===== src/verilog/kam_cfg.svh =====
// offsets, field positions, reset values and constants for the key / address match block
`ifndef KAM_CFG_SVH
`define KAM_CFG_SVH
// ==================================================================
// register byte offsets
`define KAM_OFF_KEY_CFG    8'h00
`define KAM_OFF_AM_EN      8'h04
`define KAM_OFF_AM_VAL0    8'h08
`define KAM_OFF_AM_VAL1    8'h0C
`define KAM_OFF_KEY_CTL    8'h10
`define KAM_OFF_AM_FLAG    8'h14
`define KAM_OFF_KEY_STAT   8'h18
`define KAM_OFF_SP         8'h1C
// ==================================================================
// field positions
`define KAM_KEY_EN_LSB     0
`define KAM_KEY_POL_LSB    4
`define KAM_KEY_LVL_LSB    0
`define KAM_KEY_FLAG_BIT   3
`define KAM_STAT_ACT_LSB   4
// ==================================================================
// reset values
`define KAM_RST_KEY_EN     4'h0
`define KAM_RST_KEY_POL    4'h0
`define KAM_RST_KEY_LEVEL  3'h0
`define KAM_RST_PIN        4'hF
`define KAM_RST_AM_EN      2'h0
`define KAM_RST_AM_VAL     20'h0_0000
`define KAM_RST_SP         16'h0000
// ==================================================================
// saved program counter offsets
`define KAM_PC_INC_LONG    20'h0_0002
`define KAM_PC_INC_SHORT   20'h0_0001
`endif


===== src/verilog/kam_pkg.sv =====
// types for the key / address match block
package kam_pkg;
    // ==============================================================
    // whole state of the block
    typedef struct packed {
        logic [3:0]  s1;
        logic [3:0]  s2;
        logic [3:0]  s3;
        logic [3:0]  lvl;
        logic [3:0]  act_prev;
        logic [3:0]  key_en;
        logic [3:0]  key_pol;
        logic [2:0]  key_level;
        logic        key_flag;
        logic [1:0]  am_en;
        logic [1:0]  am_flag;
        logic [19:0] am_val0;
        logic [19:0] am_val1;
        logic [19:0] am_pc;
        logic [15:0] sp;
        logic        wake;
        logic        ack;
        logic [31:0] dat;
    } kam_state_s;
endpackage : kam_pkg


===== src/verilog/kam_irq.sv =====
// key input and address match interrupt sources with a wishbone register file
// What this block does
// - a selected edge on any of four key pins raises the key request.
// - a detected key edge pulses a wake-up for wait or stop mode.
// - one enable bit per key pin; disabled pins never make key requests.
// - one polarity bit per pin; 0 means falling edge, 1 means rising edge.
// - an enabled falling-edge pin held low blocks edges on the other pins.
// - an enabled rising-edge pin held high blocks edges on the other pins.
// - fetch address equal to a compare value raises an address match request.
// - each of the two comparators has its own enable; disabled ones stay quiet.
// - address match requests ignore the interrupt enable flag and priority level.
// - long or listed short-immediate instructions save compare address plus two.
// - all other matched instructions save compare address plus one.
// - acknowledge reads the vector word and clears the acknowledged request flag.
// - a program read of the vector word clears the top enabled pending flag.
// - stack pointer is zero after reset; software loads it before interrupts.
// - changing enable or polarity may set the flag; software clears it after.
// - rewriting non-flag fields must not lose requests; use read-modify-write.
//
// Register access over Wishbone and the address map were left to the implementer.
`timescale 1ns/100ps
`include "kam_cfg.svh"
module kam_irq (
    // clock and reset
    input  wire logic        clk_i,
    input  wire logic        rst_i,
    // wishbone slave
    input  wire logic        wb_cyc_i,
    input  wire logic        wb_stb_i,
    input  wire logic        wb_we_i,
    input  wire logic [7:0]  wb_adr_i,
    input  wire logic [3:0]  wb_sel_i,
    input  wire logic [31:0] wb_dat_i,
    output logic      [31:0] wb_dat_o,
    output logic             wb_ack_o,
    // key pins, asynchronous
    input  wire logic [3:0]  key_pin_i,
    // processor fetch and acknowledge
    input  wire logic        fetch_valid_i,
    input  wire logic [19:0] fetch_addr_i,
    input  wire logic        fetch_long_i,
    input  wire logic        key_ack_i,
    input  wire logic [1:0]  amatch_ack_i,
    input  wire logic        vec_prog_rd_i,
    // requests and saved state
    output logic             key_req_o,
    output logic [2:0]       key_level_o,
    output logic             wake_o,
    output logic [1:0]       amatch_req_o,
    output logic [19:0]      amatch_pc_o,
    output logic [15:0]      sp_o
);

    // ==============================================================
    // state and combinational helpers
    kam_pkg::kam_state_s st;
    kam_pkg::kam_state_s next_st;
    logic [3:0]  act;
    logic [3:0]  key_edge;
    logic [1:0]  am_hit;
    logic        acc;
    logic        wr;
    logic [31:0] wmask;
    logic [31:0] rdat;
    logic [31:0] wv;
    logic [3:0]  agree;
    logic        key_clr;
    logic [1:0]  am_clr;
    logic [19:0] pc_inc;

    // ==============================================================
    // key pin activity and edge detection
    always_comb
    begin
        act = st.key_en & ~(st.lvl ^ st.key_pol);
        // a held active pin blocks the others
        for (int i = 0; i < 4; i++)
        begin
            key_edge[i] = act[i] & ~st.act_prev[i] & ~(|(st.act_prev & ~(4'h1 << i)));
        end
    end

    // ==============================================================
    // address comparators
    always_comb
    begin
        // fetch address compared with both values
        // each comparator has its own enable
        am_hit[0] = fetch_valid_i & st.am_en[0] & (fetch_addr_i == st.am_val0);
        am_hit[1] = fetch_valid_i & st.am_en[1] & (fetch_addr_i == st.am_val1);
        // long forms return past two bytes
        // other forms return past one byte
        pc_inc = fetch_long_i ? `KAM_PC_INC_LONG : `KAM_PC_INC_SHORT;
    end

    // ==============================================================
    // bus decode and read mux
    always_comb
    begin
        // ack high in the answer cycle keeps a held request from being taken twice
        acc   = wb_cyc_i & wb_stb_i & ~st.ack;
        wr    = acc & wb_we_i;
        wmask = {{8{wb_sel_i[3]}}, {8{wb_sel_i[2]}}, {8{wb_sel_i[1]}}, {8{wb_sel_i[0]}}};
        unique case (wb_adr_i)
            `KAM_OFF_KEY_CFG:  rdat = {24'h00_0000, st.key_pol, st.key_en};
            `KAM_OFF_AM_EN:    rdat = {30'h000_0000, st.am_en};
            `KAM_OFF_AM_VAL0:  rdat = {12'h000, st.am_val0};
            `KAM_OFF_AM_VAL1:  rdat = {12'h000, st.am_val1};
            `KAM_OFF_KEY_CTL:  rdat = {28'h000_0000, st.key_flag, st.key_level};
            `KAM_OFF_AM_FLAG:  rdat = {30'h000_0000, st.am_flag};
            `KAM_OFF_KEY_STAT: rdat = {24'h00_0000, st.act_prev, st.lvl};
            `KAM_OFF_SP:       rdat = {16'h0000, st.sp};
            default:           rdat = 32'h0000_0000;
        endcase
        // byte lanes merged over the current contents
        wv = (rdat & ~wmask) | (wb_dat_i & wmask);
    end

    // ==============================================================
    // next state
    always_comb
    begin
        next_st = st;
        // three-stage synchroniser; level moves once stages two and three agree
        // stage one may be metastable, so only stages two and three feed the filter
        next_st.s1  = key_pin_i;
        next_st.s2  = st.s1;
        next_st.s3  = st.s2;
        agree       = ~(st.s2 ^ st.s3);
        next_st.lvl = (agree & st.s3) | (~agree & st.lvl);
        // a config change that makes a pin active counts as an edge
        next_st.act_prev = act;
        // wake pulse on every accepted key edge
        next_st.wake = |key_edge;

        // program vector read clears the enabled pending key flag
        // a bus write clears it only with an explicit zero in the flag bit
        key_clr = key_ack_i | (vec_prog_rd_i & (st.key_level != 3'h0))
                | (wr & (wb_adr_i == `KAM_OFF_KEY_CTL) & ~wv[`KAM_KEY_FLAG_BIT]);
        // set wins over any clear in the same cycle
        next_st.key_flag = (st.key_flag & ~key_clr) | (|key_edge);

        am_clr = amatch_ack_i
               | ({2{wr & (wb_adr_i == `KAM_OFF_AM_FLAG)}} & ~wv[1:0]);
        // match flags are sticky, set over clear
        next_st.am_flag = (st.am_flag & ~am_clr) | am_hit;
        // lower comparator wins the saved address when both hit
        if (am_hit[0])
        begin
            next_st.am_pc = st.am_val0 + pc_inc;
        end
        else if (am_hit[1])
        begin
            next_st.am_pc = st.am_val1 + pc_inc;
        end

        // field writes never drop a flag that is being set
        if (wr)
        begin
            unique case (wb_adr_i)
                `KAM_OFF_KEY_CFG:
                begin
                    next_st.key_en  = wv[`KAM_KEY_EN_LSB +: 4];
                    next_st.key_pol = wv[`KAM_KEY_POL_LSB +: 4];
                end
                `KAM_OFF_AM_EN:   next_st.am_en     = wv[1:0];
                `KAM_OFF_AM_VAL0: next_st.am_val0   = wv[19:0];
                `KAM_OFF_AM_VAL1: next_st.am_val1   = wv[19:0];
                `KAM_OFF_KEY_CTL: next_st.key_level = wv[`KAM_KEY_LVL_LSB +: 3];
                `KAM_OFF_SP:      next_st.sp        = wv[15:0];
                default:          next_st.sp        = st.sp;
            endcase
        end

        // one-cycle ack; unmapped reads return zero
        next_st.ack = acc;
        next_st.dat = (acc & ~wb_we_i) ? rdat : 32'h0000_0000;
    end

    // ==============================================================
    // state register
    always_ff @(posedge clk_i)
    begin
        if (rst_i)
        begin
            st           <= '0;
            // pin stages start at the idle high level, so no false edge follows reset
            st.s1        <= `KAM_RST_PIN;
            st.s2        <= `KAM_RST_PIN;
            st.s3        <= `KAM_RST_PIN;
            st.lvl       <= `KAM_RST_PIN;
            st.key_en    <= `KAM_RST_KEY_EN;
            st.key_pol   <= `KAM_RST_KEY_POL;
            st.key_level <= `KAM_RST_KEY_LEVEL;
            st.am_en     <= `KAM_RST_AM_EN;
            st.am_val0   <= `KAM_RST_AM_VAL;
            st.am_val1   <= `KAM_RST_AM_VAL;
            st.sp        <= `KAM_RST_SP;
        end
        else
        begin
            st <= next_st;
        end
    end

    // ==============================================================
    // outputs, each straight from the state register
    assign wb_dat_o     = st.dat;
    assign wb_ack_o     = st.ack;
    assign key_req_o    = st.key_flag;
    assign key_level_o  = st.key_level;
    assign wake_o       = st.wake;
    // no enable-flag or priority gating on match requests
    assign amatch_req_o = st.am_flag;
    assign amatch_pc_o  = st.am_pc;
    assign sp_o         = st.sp;
endmodule : kam_irq


===== config.mk =====
export PLATFORM = sky130hd
export DESIGN_NAME = kam_irq
export DESIGN_NICKNAME = d
export VERILOG_FILES = /design/src/verilog/kam_pkg.sv /design/src/verilog/kam_irq.sv
export VERILOG_INCLUDE_DIRS = /design/src /design/src/verilog
export SDC_FILE = /design/constraint.sdc
export NUM_CORES = 1
export LEC_CHECK = 0
export ABC_AREA = 1
export BUFFER_PORTS_ARGS = -buffer_cell sky130_fd_sc_hd__buf_2
export CORE_MARGIN = 8
export CORE_UTILIZATION = 45
export DETAILED_ROUTE_END_ITERATION = 7
export GPL_TIMING_DRIVEN = 0
export PLACE_DENSITY_LB_ADDON = 0.12
export SLEW_MARGIN = 10
export SYNTH_ARGS = -nofsm -noshare
export SYNTH_HDL_FRONTEND = slang
export SYNTH_SLANG_ARGS = --single-unit

===== constraint.sdc =====
create_clock -name clk_i -period 7.4 [get_ports clk_i]
set_input_delay 1.48 -clock clk_i [delete_from_list [all_inputs] [get_ports clk_i]]
set_output_delay 1.48 -clock clk_i [all_outputs]
set_load 0.02 [all_outputs]

[After elaboration in Yosys (flattened, before gate mapping)]
Cells that the tools add are included.
Word-level totals
  register bits after elaboration: 146
  input port bits: 79
  output and inout bits: 76
Operators by class
  add/sub/neg operators: 2
  equal/unequal tests: 9
  muxes and demuxes: 4
  bitwise operators: 56
  reductions and logical operators: 15
Operator list (number)
  $pmux 20 s8: 1
  $add 20x2->20: 2
  $and 20x20->20: 2
  $eq 20x20->1: 2
  $mux 20: 2
  $eq 8x5->1 const B: 4
  $and 1x1->1: 21
  $not 20->20: 1
  $or 20x20->20: 1
  $eq 8x4->1 const B: 2
  $not 1->1: 13
  $and 4x4->4: 3
  $not 4->4: 3
  $reduce_and 2->1: 6
  $reduce_or 3->1: 4
  $eq 8x3->1 const B: 1
  $logic_not 8->1: 1
  $xor 4x4->4: 2
  $and 2x2->2: 2
  $not 2->2: 2
  $or 2x2->2: 2
  $or 4x4->4: 1
  $reduce_or 4->1: 1
  $or 1x1->1: 3
  other kinds (4): 4

[Longest topological paths before layout]
Gate-level depths: netlist of the first run.
  depth after elaboration: 10
  gate-level depth with buffers: 20
  depth with buffers taken out: 19

[Worst setup path after synthesis of the first run]
OpenSTA, ideal clock, no wires.
  path kind: in2reg
  from: input port fetch_addr_i[0]
  to: register st, in the netlist amatch_pc_o[14]
  setup time: 117 ps
  arrival: 3610 ps
  path slack: 3673 ps
  cell stages on the path: 19
  path through: inv_1 -> nand2_1 -> inv_1 -> nor2_1 -> nand2_1 -> nor2_1 -> nand3_1 -> buf_2 -> nand2_1 -> o21ai_0 -> ha_1 -> fa_1 -> nand3_1 -> nor2_1 -> nand3_1 -> nor2_2 -> and2_1 -> nor2_1 -> nor2_1
On the way
  cells in the longest elaborated chain, start to end: 3
RTL lines
  start: declaration: line kam_irq.sv:40  | input wire logic [19:0] fetch_addr_i,
  $eq 20x20->1, on equally long branches: line kam_irq.sv:89, kam_irq.sv:90
  $and 1x1->1, on equally long branches: line kam_irq.sv:89, kam_irq.sv:90
  $mux 20 / $reduce_bool 2->1 (equally long branches)
  end signal: assignment: line kam_irq.sv:202  | st <= next_st;
  end: declaration: line kam_irq.sv:56  | kam_pkg::kam_state_s st;
Several ways; a longest one is shown, not always the timed one.
A chain may end at the register's enable or synchronous reset.

[Final worst setup path of the first run]
  from: input port fetch_addr_i[15]
  to: register st, in the netlist amatch_pc_o[14]
Same word-level chain as after synthesis.

==> impl_metrics.yaml, run 1 <==
synth:
  syn_area_um2: 7720
  yosysTopAreaCell: "dfxtp_1"
  synth_seq_cells: 134
  synth_commonest_cells: "nand2_1, inv_1, dfxtp_1"
  synth_flop_cell: "dfxtp_1"
  synth-async-reset-ratio: 0
  seq_area_frac_synth: 0.348
  synth_cell_types: 43
  yosysWarnings: 0
  yosysMostFrequentCell: "nand2_1"
  avgSynthCellArea_um2: 6.60
  yosys-top-cells-area: "dfxtp_1, nand2_1, inv_1"
  syn_inst: 1170
  synth_top_area_share: 0.348
  synth-edff-count: 0
drt:
  first_pass_iters: 5
  wire_per_inst_um: 16.6
  drc: 0
  finalWirelength_mm: 26.0
  drtIter0Drc: 654
  via_per_inst: 5.07
  drt.antenna.violating_nets: 0
  vias: 7931
cts:
  cts_resized: 0
  clk_latency_ns: 0.44
  cts.clk_slew.worst_paths_ns: 0.06
  ctsLongestPathBuffers: 2
  numCtsBuffers: 17
  root_buffer: "clkbuf_16"
  htree_levels: 4
  clock_sinks: 134
  cts_tree: "yes"
  cts_setup_buffers: 0
  ctsHoldBuffers: 0
critical_path:
  max_stage_delay_ns: 0.34
  reg2reg_slack_ns: 4.01
  cp_max_fo: 10
  slowest_stage: "nor2_1"
  cp_cell_sequence: "buf_2 > nand2_1 > nand2_1 > nor2_1 > nand2_1 > nor2_1 > nand3_1 > buf_2 > o21ai_0 > ha_1 > fa_1 > nand3_1 > nor2_1 > nand3_1 > nor2_2 > o21ai_0 > nor2_1 > nor2_1"
  cp.required_ns: 7.73
  r2r.worst_path.cells: 18
  critPathBufInv: 2
  cp_top_family: "simple AND/OR/NAND/NOR gates"
  worstPathArrival_ns: 4.50
  cp_num_cells: 18
  startpoint_type: "input pin"
  worst_path_most_repeated_cell: "nor2_1"
  end_kind: "flip-flop"
  criticalPathCategory: "in -> reg"
pwr:
  irDropWorstVdd_uv: 153
  clock_power_share: 0.529
  leakage_nw: 4.63
  swShare: 0.241
  switchingPower_uw: 426
  p_int_mw: 1.34
  combPwrFrac: 0.059
  power_frac_seq: 0.412
  powerDensity_nw_per_um2: 189
timing:
  layout_setup_ws_ns: 3.23
  clock_skew_ns: 0.0213
  tns_ns: 0
  period_minus_slack_ns: 4.17
  fin_crit_sh: 0.564
  tightestPinTransition_ns: 0.851
  grt_setup_unrepaired: "no"
  maxClockFrequency_ghz: 0.240
  slew_headroom: 0.433
  drv_slew: 0
  setup_viol: 0
  hold_viol: 0
layout:
  fill_cells: 1774
  post-route-cell-area_um2: 9310
  area_delta_synth_final_pct: 20.6
  drive_above_1_share: 0.220
  nNetsFinal: 1408
  diodes: 0
placed_design:
  dpl_cell_area_um2: 8670
  io_buffers: 126
  dpl_worst_slack_ns: 2.86
  gp_congestion: 0.954
  dp.final_hpwl_mm: 20.9
floorplan:
  coreArea_um2: 17100
  io_pins: 155
  die_area_um2: 21600
  initial_utilization: 0.452
  die_w_um: 147
  num_rows: 48
  dieHeight_um: 147
global_routing:
  grt_use_total: 0.238
  grt_start_max_net_pins: 17
  grt_pass1_wl_mm: 40.3
  overflow: 0
  antenna_found_initial: 0
  grt_pass1_vias: 7371
flow_run:
  maxCapViolations: 0
hold_path:
  hold_depth: 1
  hp-class: "reg -> reg"
outcome:
  outcome: "complete, no violations"
flip-flops by register name, summed over array words and instances (netlist names), named ones only:
| signal | cells |
|---|---|
| sp_o | 16 |
| wb_dat_o | 20 |
| key_level_o | 3 |
| amatch_req_o | 2 |
| st | 58 |
| next_st | 8 |
| amatch_pc_o | 20 |
| wake_o | 1 |
| wb_ack_o | 1 |
| key_req_o | 1 |
worst paths after layout:
| check | endpoint | startpoint |
|---|---|---|
| max | amatch_pc_o[14] | fetch_addr_i[15] |
| min reg2reg | next_st[137] | next_st[141] |
| max reg2reg | amatch_pc_o[14] | st[105] |
| min | next_st[137] | next_st[141] |
stage by stage:
stage | cells | utilization | hold slack (ns) | power (mW)
4_1_cts | 1564 | 0.546 | 0.411 | 1.77
5_1_grt | 1564 | 0.546 | 0.422 | 1.81
3_5_place_dp | 1532 | 0.508 | 0.396 | 0.844
3_3_place_gp | 1532 | 0.508 | 0.391 | 0.843
2_1_floorplan | 1181 | - | 0.389 | 0.800
6_report | 1564 | 0.546 | 0.409 | 1.76
power by group through the flow:
| stage | Combinational, mW | Sequential, mW | Clock (mW) |
|---|---|---|---|
| after global routing | 0.115 | 0.726 | 0.967 |
| after CTS | 0.103 | 0.726 | 0.941 |
| after global placement | 0.102 | 0.742 | 0 |
| after detailed placement | 0.102 | 0.742 | 0 |
| final | 0.105 | 0.726 | 0.933 |
| after floorplan | 0.0580 | 0.742 | 0 |
area by class of cell:
cell class	count	area, um^2	area share
sequential	134	2680	0.288
inverter	175	657	0.0706
tap	225	282	0.0302
timing repair buffer	126	631	0.0678
buffer	111	709	0.0762
clock buffer	19	443	0.0476
clock inverter	13	195	0.0210
multi-input combinational	761	3710	0.398
layout by cell type (no fill, tap or decap), types with 2 or more instances in the layout:
cell type / synthesis / final
nand2_1: 258 / 258
inv_1: 166 / 166
dfxtp_1: 134 / 134
buf_2: 6 / 132
nor2_1: 104 / 104
o21ai_0: 102 / 102
a21oi_1: 81 / 81
buf_4: 74 / 74
nand3_1: 40 / 40
nand4_1: 34 / 34
clkbuf_1: 28 / 29
clkbuf_16: 0 / 17
o22ai_1: 13 / 13
or2_2: 12 / 12
nor2_2: 12 / 12
conb_1: 1 / 12
nor3_1: 11 / 11
xnor2_1: 10 / 10
o221ai_1: 10 / 10
inv_2: 9 / 9
a211oi_1: 8 / 8
nand2_2: 8 / 8
nor4_1: 6 / 6
nor2_4: 6 / 6
o211ai_1: 5 / 5
o21bai_1: 4 / 4
bufinv_16: 0 / 4
nor3_2: 3 / 3
o21ai_1: 3 / 3
nand2_4: 3 / 3
clkinv_4: 0 / 3
a31oi_1: 2 / 2
buf_1: 2 / 2
xor2_1: 2 / 2
ha_1: 2 / 2
inv_6: 0 / 2
clkinvlp_4: 0 / 2
routing by layer:
layer,part of all wire,up-vias,GRT usage
met3,0.076,37,0.0504
met2,0.45,299,0.376
met4,0.019,0,0.0765
li1,-,3994,-
met5,0,-,0
met1,0.46,3601,0.317
cell families (layout without fill, tap and decap cells):
logic type,after synthesis,count (layout),share of synthesized area
AND/OR/NAND/NOR,500,500,0.288
buffers and inverters,286,444,0.177
AO/OA/AOI/OAI,234,234,0.168
flip-flops,134,134,0.348
XOR/XNOR,12,12,0.0136
adder cells (fa/ha/maj),3,3,0.00584
other,1,12,0.000486
Note: power is estimated with default switching activity, not from simulation.
==> inputs of run 2 (changes only) <==
ABC_AREA = 0   (was 1)
clock period = 3.7 ns   (was 7.4 ns; I/O delays follow)
==> run 2 against run 1 <==
First-iteration DRC count shrank 0.61%. Non-clock buffer count increased by 17. Worst hold slack improved by 0.0017 ns. Sequential share of layout area increased by 1.2 points. Clock skew is 0.014 ns lower. Synthesized area fell by 5.0%. Clock-buffer cell count increased by 1. Setup slack worse by 3.0 ns. Critical path depth shrank 2. Die area decreased by 4.5%. Register-to-register slack lost 3.8 ns. Largest cell class unchanged. Highest routed layer unchanged.
==> impl_metrics.yaml, run 2 <==
floorplan:
  coreArea_um2: 15900
  num_rows: 46
  dieHeight_um: 144
  die_w_um: 144
  io_pins: 155
  die_area_um2: 20600
  initial_utilization: 0.461
drt:
  first_pass_iters: 5
  wire_per_inst_um: 18.8
  finalWirelength_mm: 23.6
  via_per_inst: 5.42
  drc: 0
  vias: 6824
  drt.antenna.violating_nets: 0
  drtIter0Drc: 650
cts:
  clk_latency_ns: 0.43
  htree_levels: 4
  cts_tree: "yes"
  ctsLongestPathBuffers: 2
  root_buffer: "clkbuf_16"
  numCtsBuffers: 17
  cts.clk_slew.worst_paths_ns: 0.06
  clock_sinks: 134
  ctsHoldBuffers: 0
layout:
  largest_register: "st"
  drive_above_1_share: 0.295
  diodes: 0
  final_cell_mix: "buf_2, dfxtp_1, nand2_1, buf_4, a21oi_1"
  area_delta_synth_final_pct: 22.7
  final_common_cell: "buf_2"
  nNetsFinal: 1113
  largest_reg_flops: 58
timing:
  slew_headroom: 0.420
  hold_viol: 0
  setup_viol: 0
  maxClockFrequency_ghz: 0.286
  tightestPinTransition_ns: 0.867
  fin_crit_sh: 0.946
  clock_skew_ns: 0.00722
  period_minus_slack_ns: 3.50
  drv_slew: 0
  hold_slack_ns: 0.411
  tns_ns: 0
synth:
  synth_flop_cell: "dfxtp_1"
  yosysTopAreaCell: "dfxtp_1"
  yosys-top-cells-area: "dfxtp_1, buf_4, nand2_1"
  synth-async-reset-ratio: 0
  avgSynthCellArea_um2: 8.33
  syn_area_um2: 7330
  synth_cell_types: 67
  synth_seq_cells: 134
  synth-edff-count: 0
  synth_top_area_share: 0.366
  syn_inst: 880
  seq_area_frac_synth: 0.366
  yosysWarnings: 0
  yosysMostFrequentCell: "dfxtp_1"
  synth_commonest_cells: "dfxtp_1, nand2_1, buf_4"
critical_path:
  worstReg2RegEnd: "amatch_pc_o[15]"
  cp_max_fo: 10
  cp.required_ns: 4.03
  reg2reg_slack_ns: 0.20
  worstPathArrival_ns: 3.83
  end_kind: "flip-flop"
  criticalPathCategory: "reg -> reg"
  startpoint_type: "flip-flop"
  rr_startpoint: "st[96]"
  r2r.worst_path.cells: 16
  startpoint: "st[96]"
pwr:
  clock_power_share: 0.524
  leakage_nw: 3.78
  powerDensity_nw_per_um2: 387
  switchingPower_uw: 792
  power_frac_seq: 0.417
  swShare: 0.228
  combPwrFrac: 0.059
  irDropWorstVdd_uv: 300
  p_int_mw: 2.68
global_routing:
  grt_use_total: 0.230
  antenna_found_initial: 0
  overflow: 0
  grt_pass1_vias: 6627
  grt_start_max_net_pins: 17
  grt_pass1_wl_mm: 36.1
flow_run:
  maxCapViolations: 0
placed_design:
  gp_congestion: 0.953
  dp.final_hpwl_mm: 18.3
  io_buffers: 125
hold_path:
  hold_depth: 1
  holdCritStartpoint: "next_st[140]"
  hold-path-endpoint: "next_st[136]"
  hp-class: "reg -> reg"
outcome:
  outcome: "complete, no violations"
==> run 2: changes by cell type after synthesis, moves of 11 or more <==
cell	previous run	this run
a21oi_1	81	62
a22oi_1	0	11
clkbuf_1	28	47
inv_1	166	11
mux2i_1	0	15
nand2_1	258	117
nand4_1	34	15
nor2_1	104	56
nor2_2	12	0
o21ai_0	102	12
o21ai_1	3	25
xnor2_1	10	33
xor2_1	2	45
==> run 2: worst max-delay path, stage by stage, from the launching register on <==
cell and delay (ns):
dfxtp_1 0.48, xor2_1 0.12, nor4_1 0.29, nand2_1 0.15, or2_2 0.31, clkbuf_1 0.15
buf_4 0.20, nand2_1 0.07, nand2_1 0.12, ha_4 0.32, a21oi_4 0.09, nor4b_4 0.34
buf_4 0.19, nand4_1 0.12, xnor2_1 0.15, nor2_1 0.05, o32ai_1 0.23
==> run 2: metal layers <==
metal	routed length [um]	GRT usage	vias up
met5	0	0	-
met4	392	0.0708	0
met3	2120	0.0564	32
met2	10900	0.367	319
met1	10200	0.299	3203
li1	-	-	3270
==> run 2: layout make-up <==
class	instances	area, um^2
fillers	1552	6890
well taps	216	270
plain buffers	127	801
inverters	13	48.8
clock buffers	20	457
repair buffers	127	641
multi-input cells	611	3910
flip-flops and latches	134	2700
clock inverters	12	174
==> run 2: timing repair <==
action,CTS,global route
gates resized for setup,9,22
pin swaps,0,3
setup buffers,0,2
endpoints found under the setup margin,17,17
cloned,0,0
==> run 2: how the worst max path moves through the flow <==
stage                                 end  slack [ns]  cells past startpoint
after floorplan           amatch_pc_o[18]        0.14                     15
after global placement    amatch_pc_o[18]       -0.90                     16
after detailed placement  amatch_pc_o[18]       -0.87                     16
after CTS                 amatch_pc_o[10]       0.007                     16
after global routing      amatch_pc_o[17]      -0.003                     17
final                     amatch_pc_o[15]        0.20                     16
==> run 2: power by group through the flow <==
| stage | Sequential [mW] | Combinational (mW) | Clock (mW) |
|---|---|---|---|
| floorplan | 1.48 | 0.114 | 0 |
| global placement | 1.48 | 0.198 | 0 |
| detailed placement | 1.48 | 0.198 | 0 |
| CTS | 1.45 | 0.199 | 1.84 |
| global route | 1.45 | 0.218 | 1.90 |
| finish | 1.45 | 0.204 | 1.82 |
==> run 2: kinds of logic (layout without fill, tap and decap cells) <==
family | Yosys count | in the layout | synth area share
simple gates | 332 | 332 | 0.231
compound gates | 163 | 163 | 0.146
buf+inv | 146 | 299 | 0.118
flops | 134 | 134 | 0.366
xor+xnor | 78 | 78 | 0.0932
mux | 23 | 23 | 0.0389
fa+ha+maj | 3 | 3 | 0.00615
other cells | 1 | 12 | 0.000512
==> run 2: per-stage QoR <==
| step | setup WS [ns] | area [um^2] | total power, mW | util | cells |
|---|---|---|---|---|---|
| global route | -0.00297 | 8990 | 3.57 | 0.566 | 1260 |
| global placement | -0.901 | 8270 | 1.68 | 0.520 | 1232 |
| finish | 0.200 | 8990 | 3.48 | 0.566 | 1260 |
| floorplan | 0.135 | 7370 | 1.60 | - | 891 |
| detailed placement | -0.871 | 8270 | 1.68 | 0.520 | 1232 |
| CTS | 0.00747 | 8910 | 3.49 | 0.561 | 1259 |
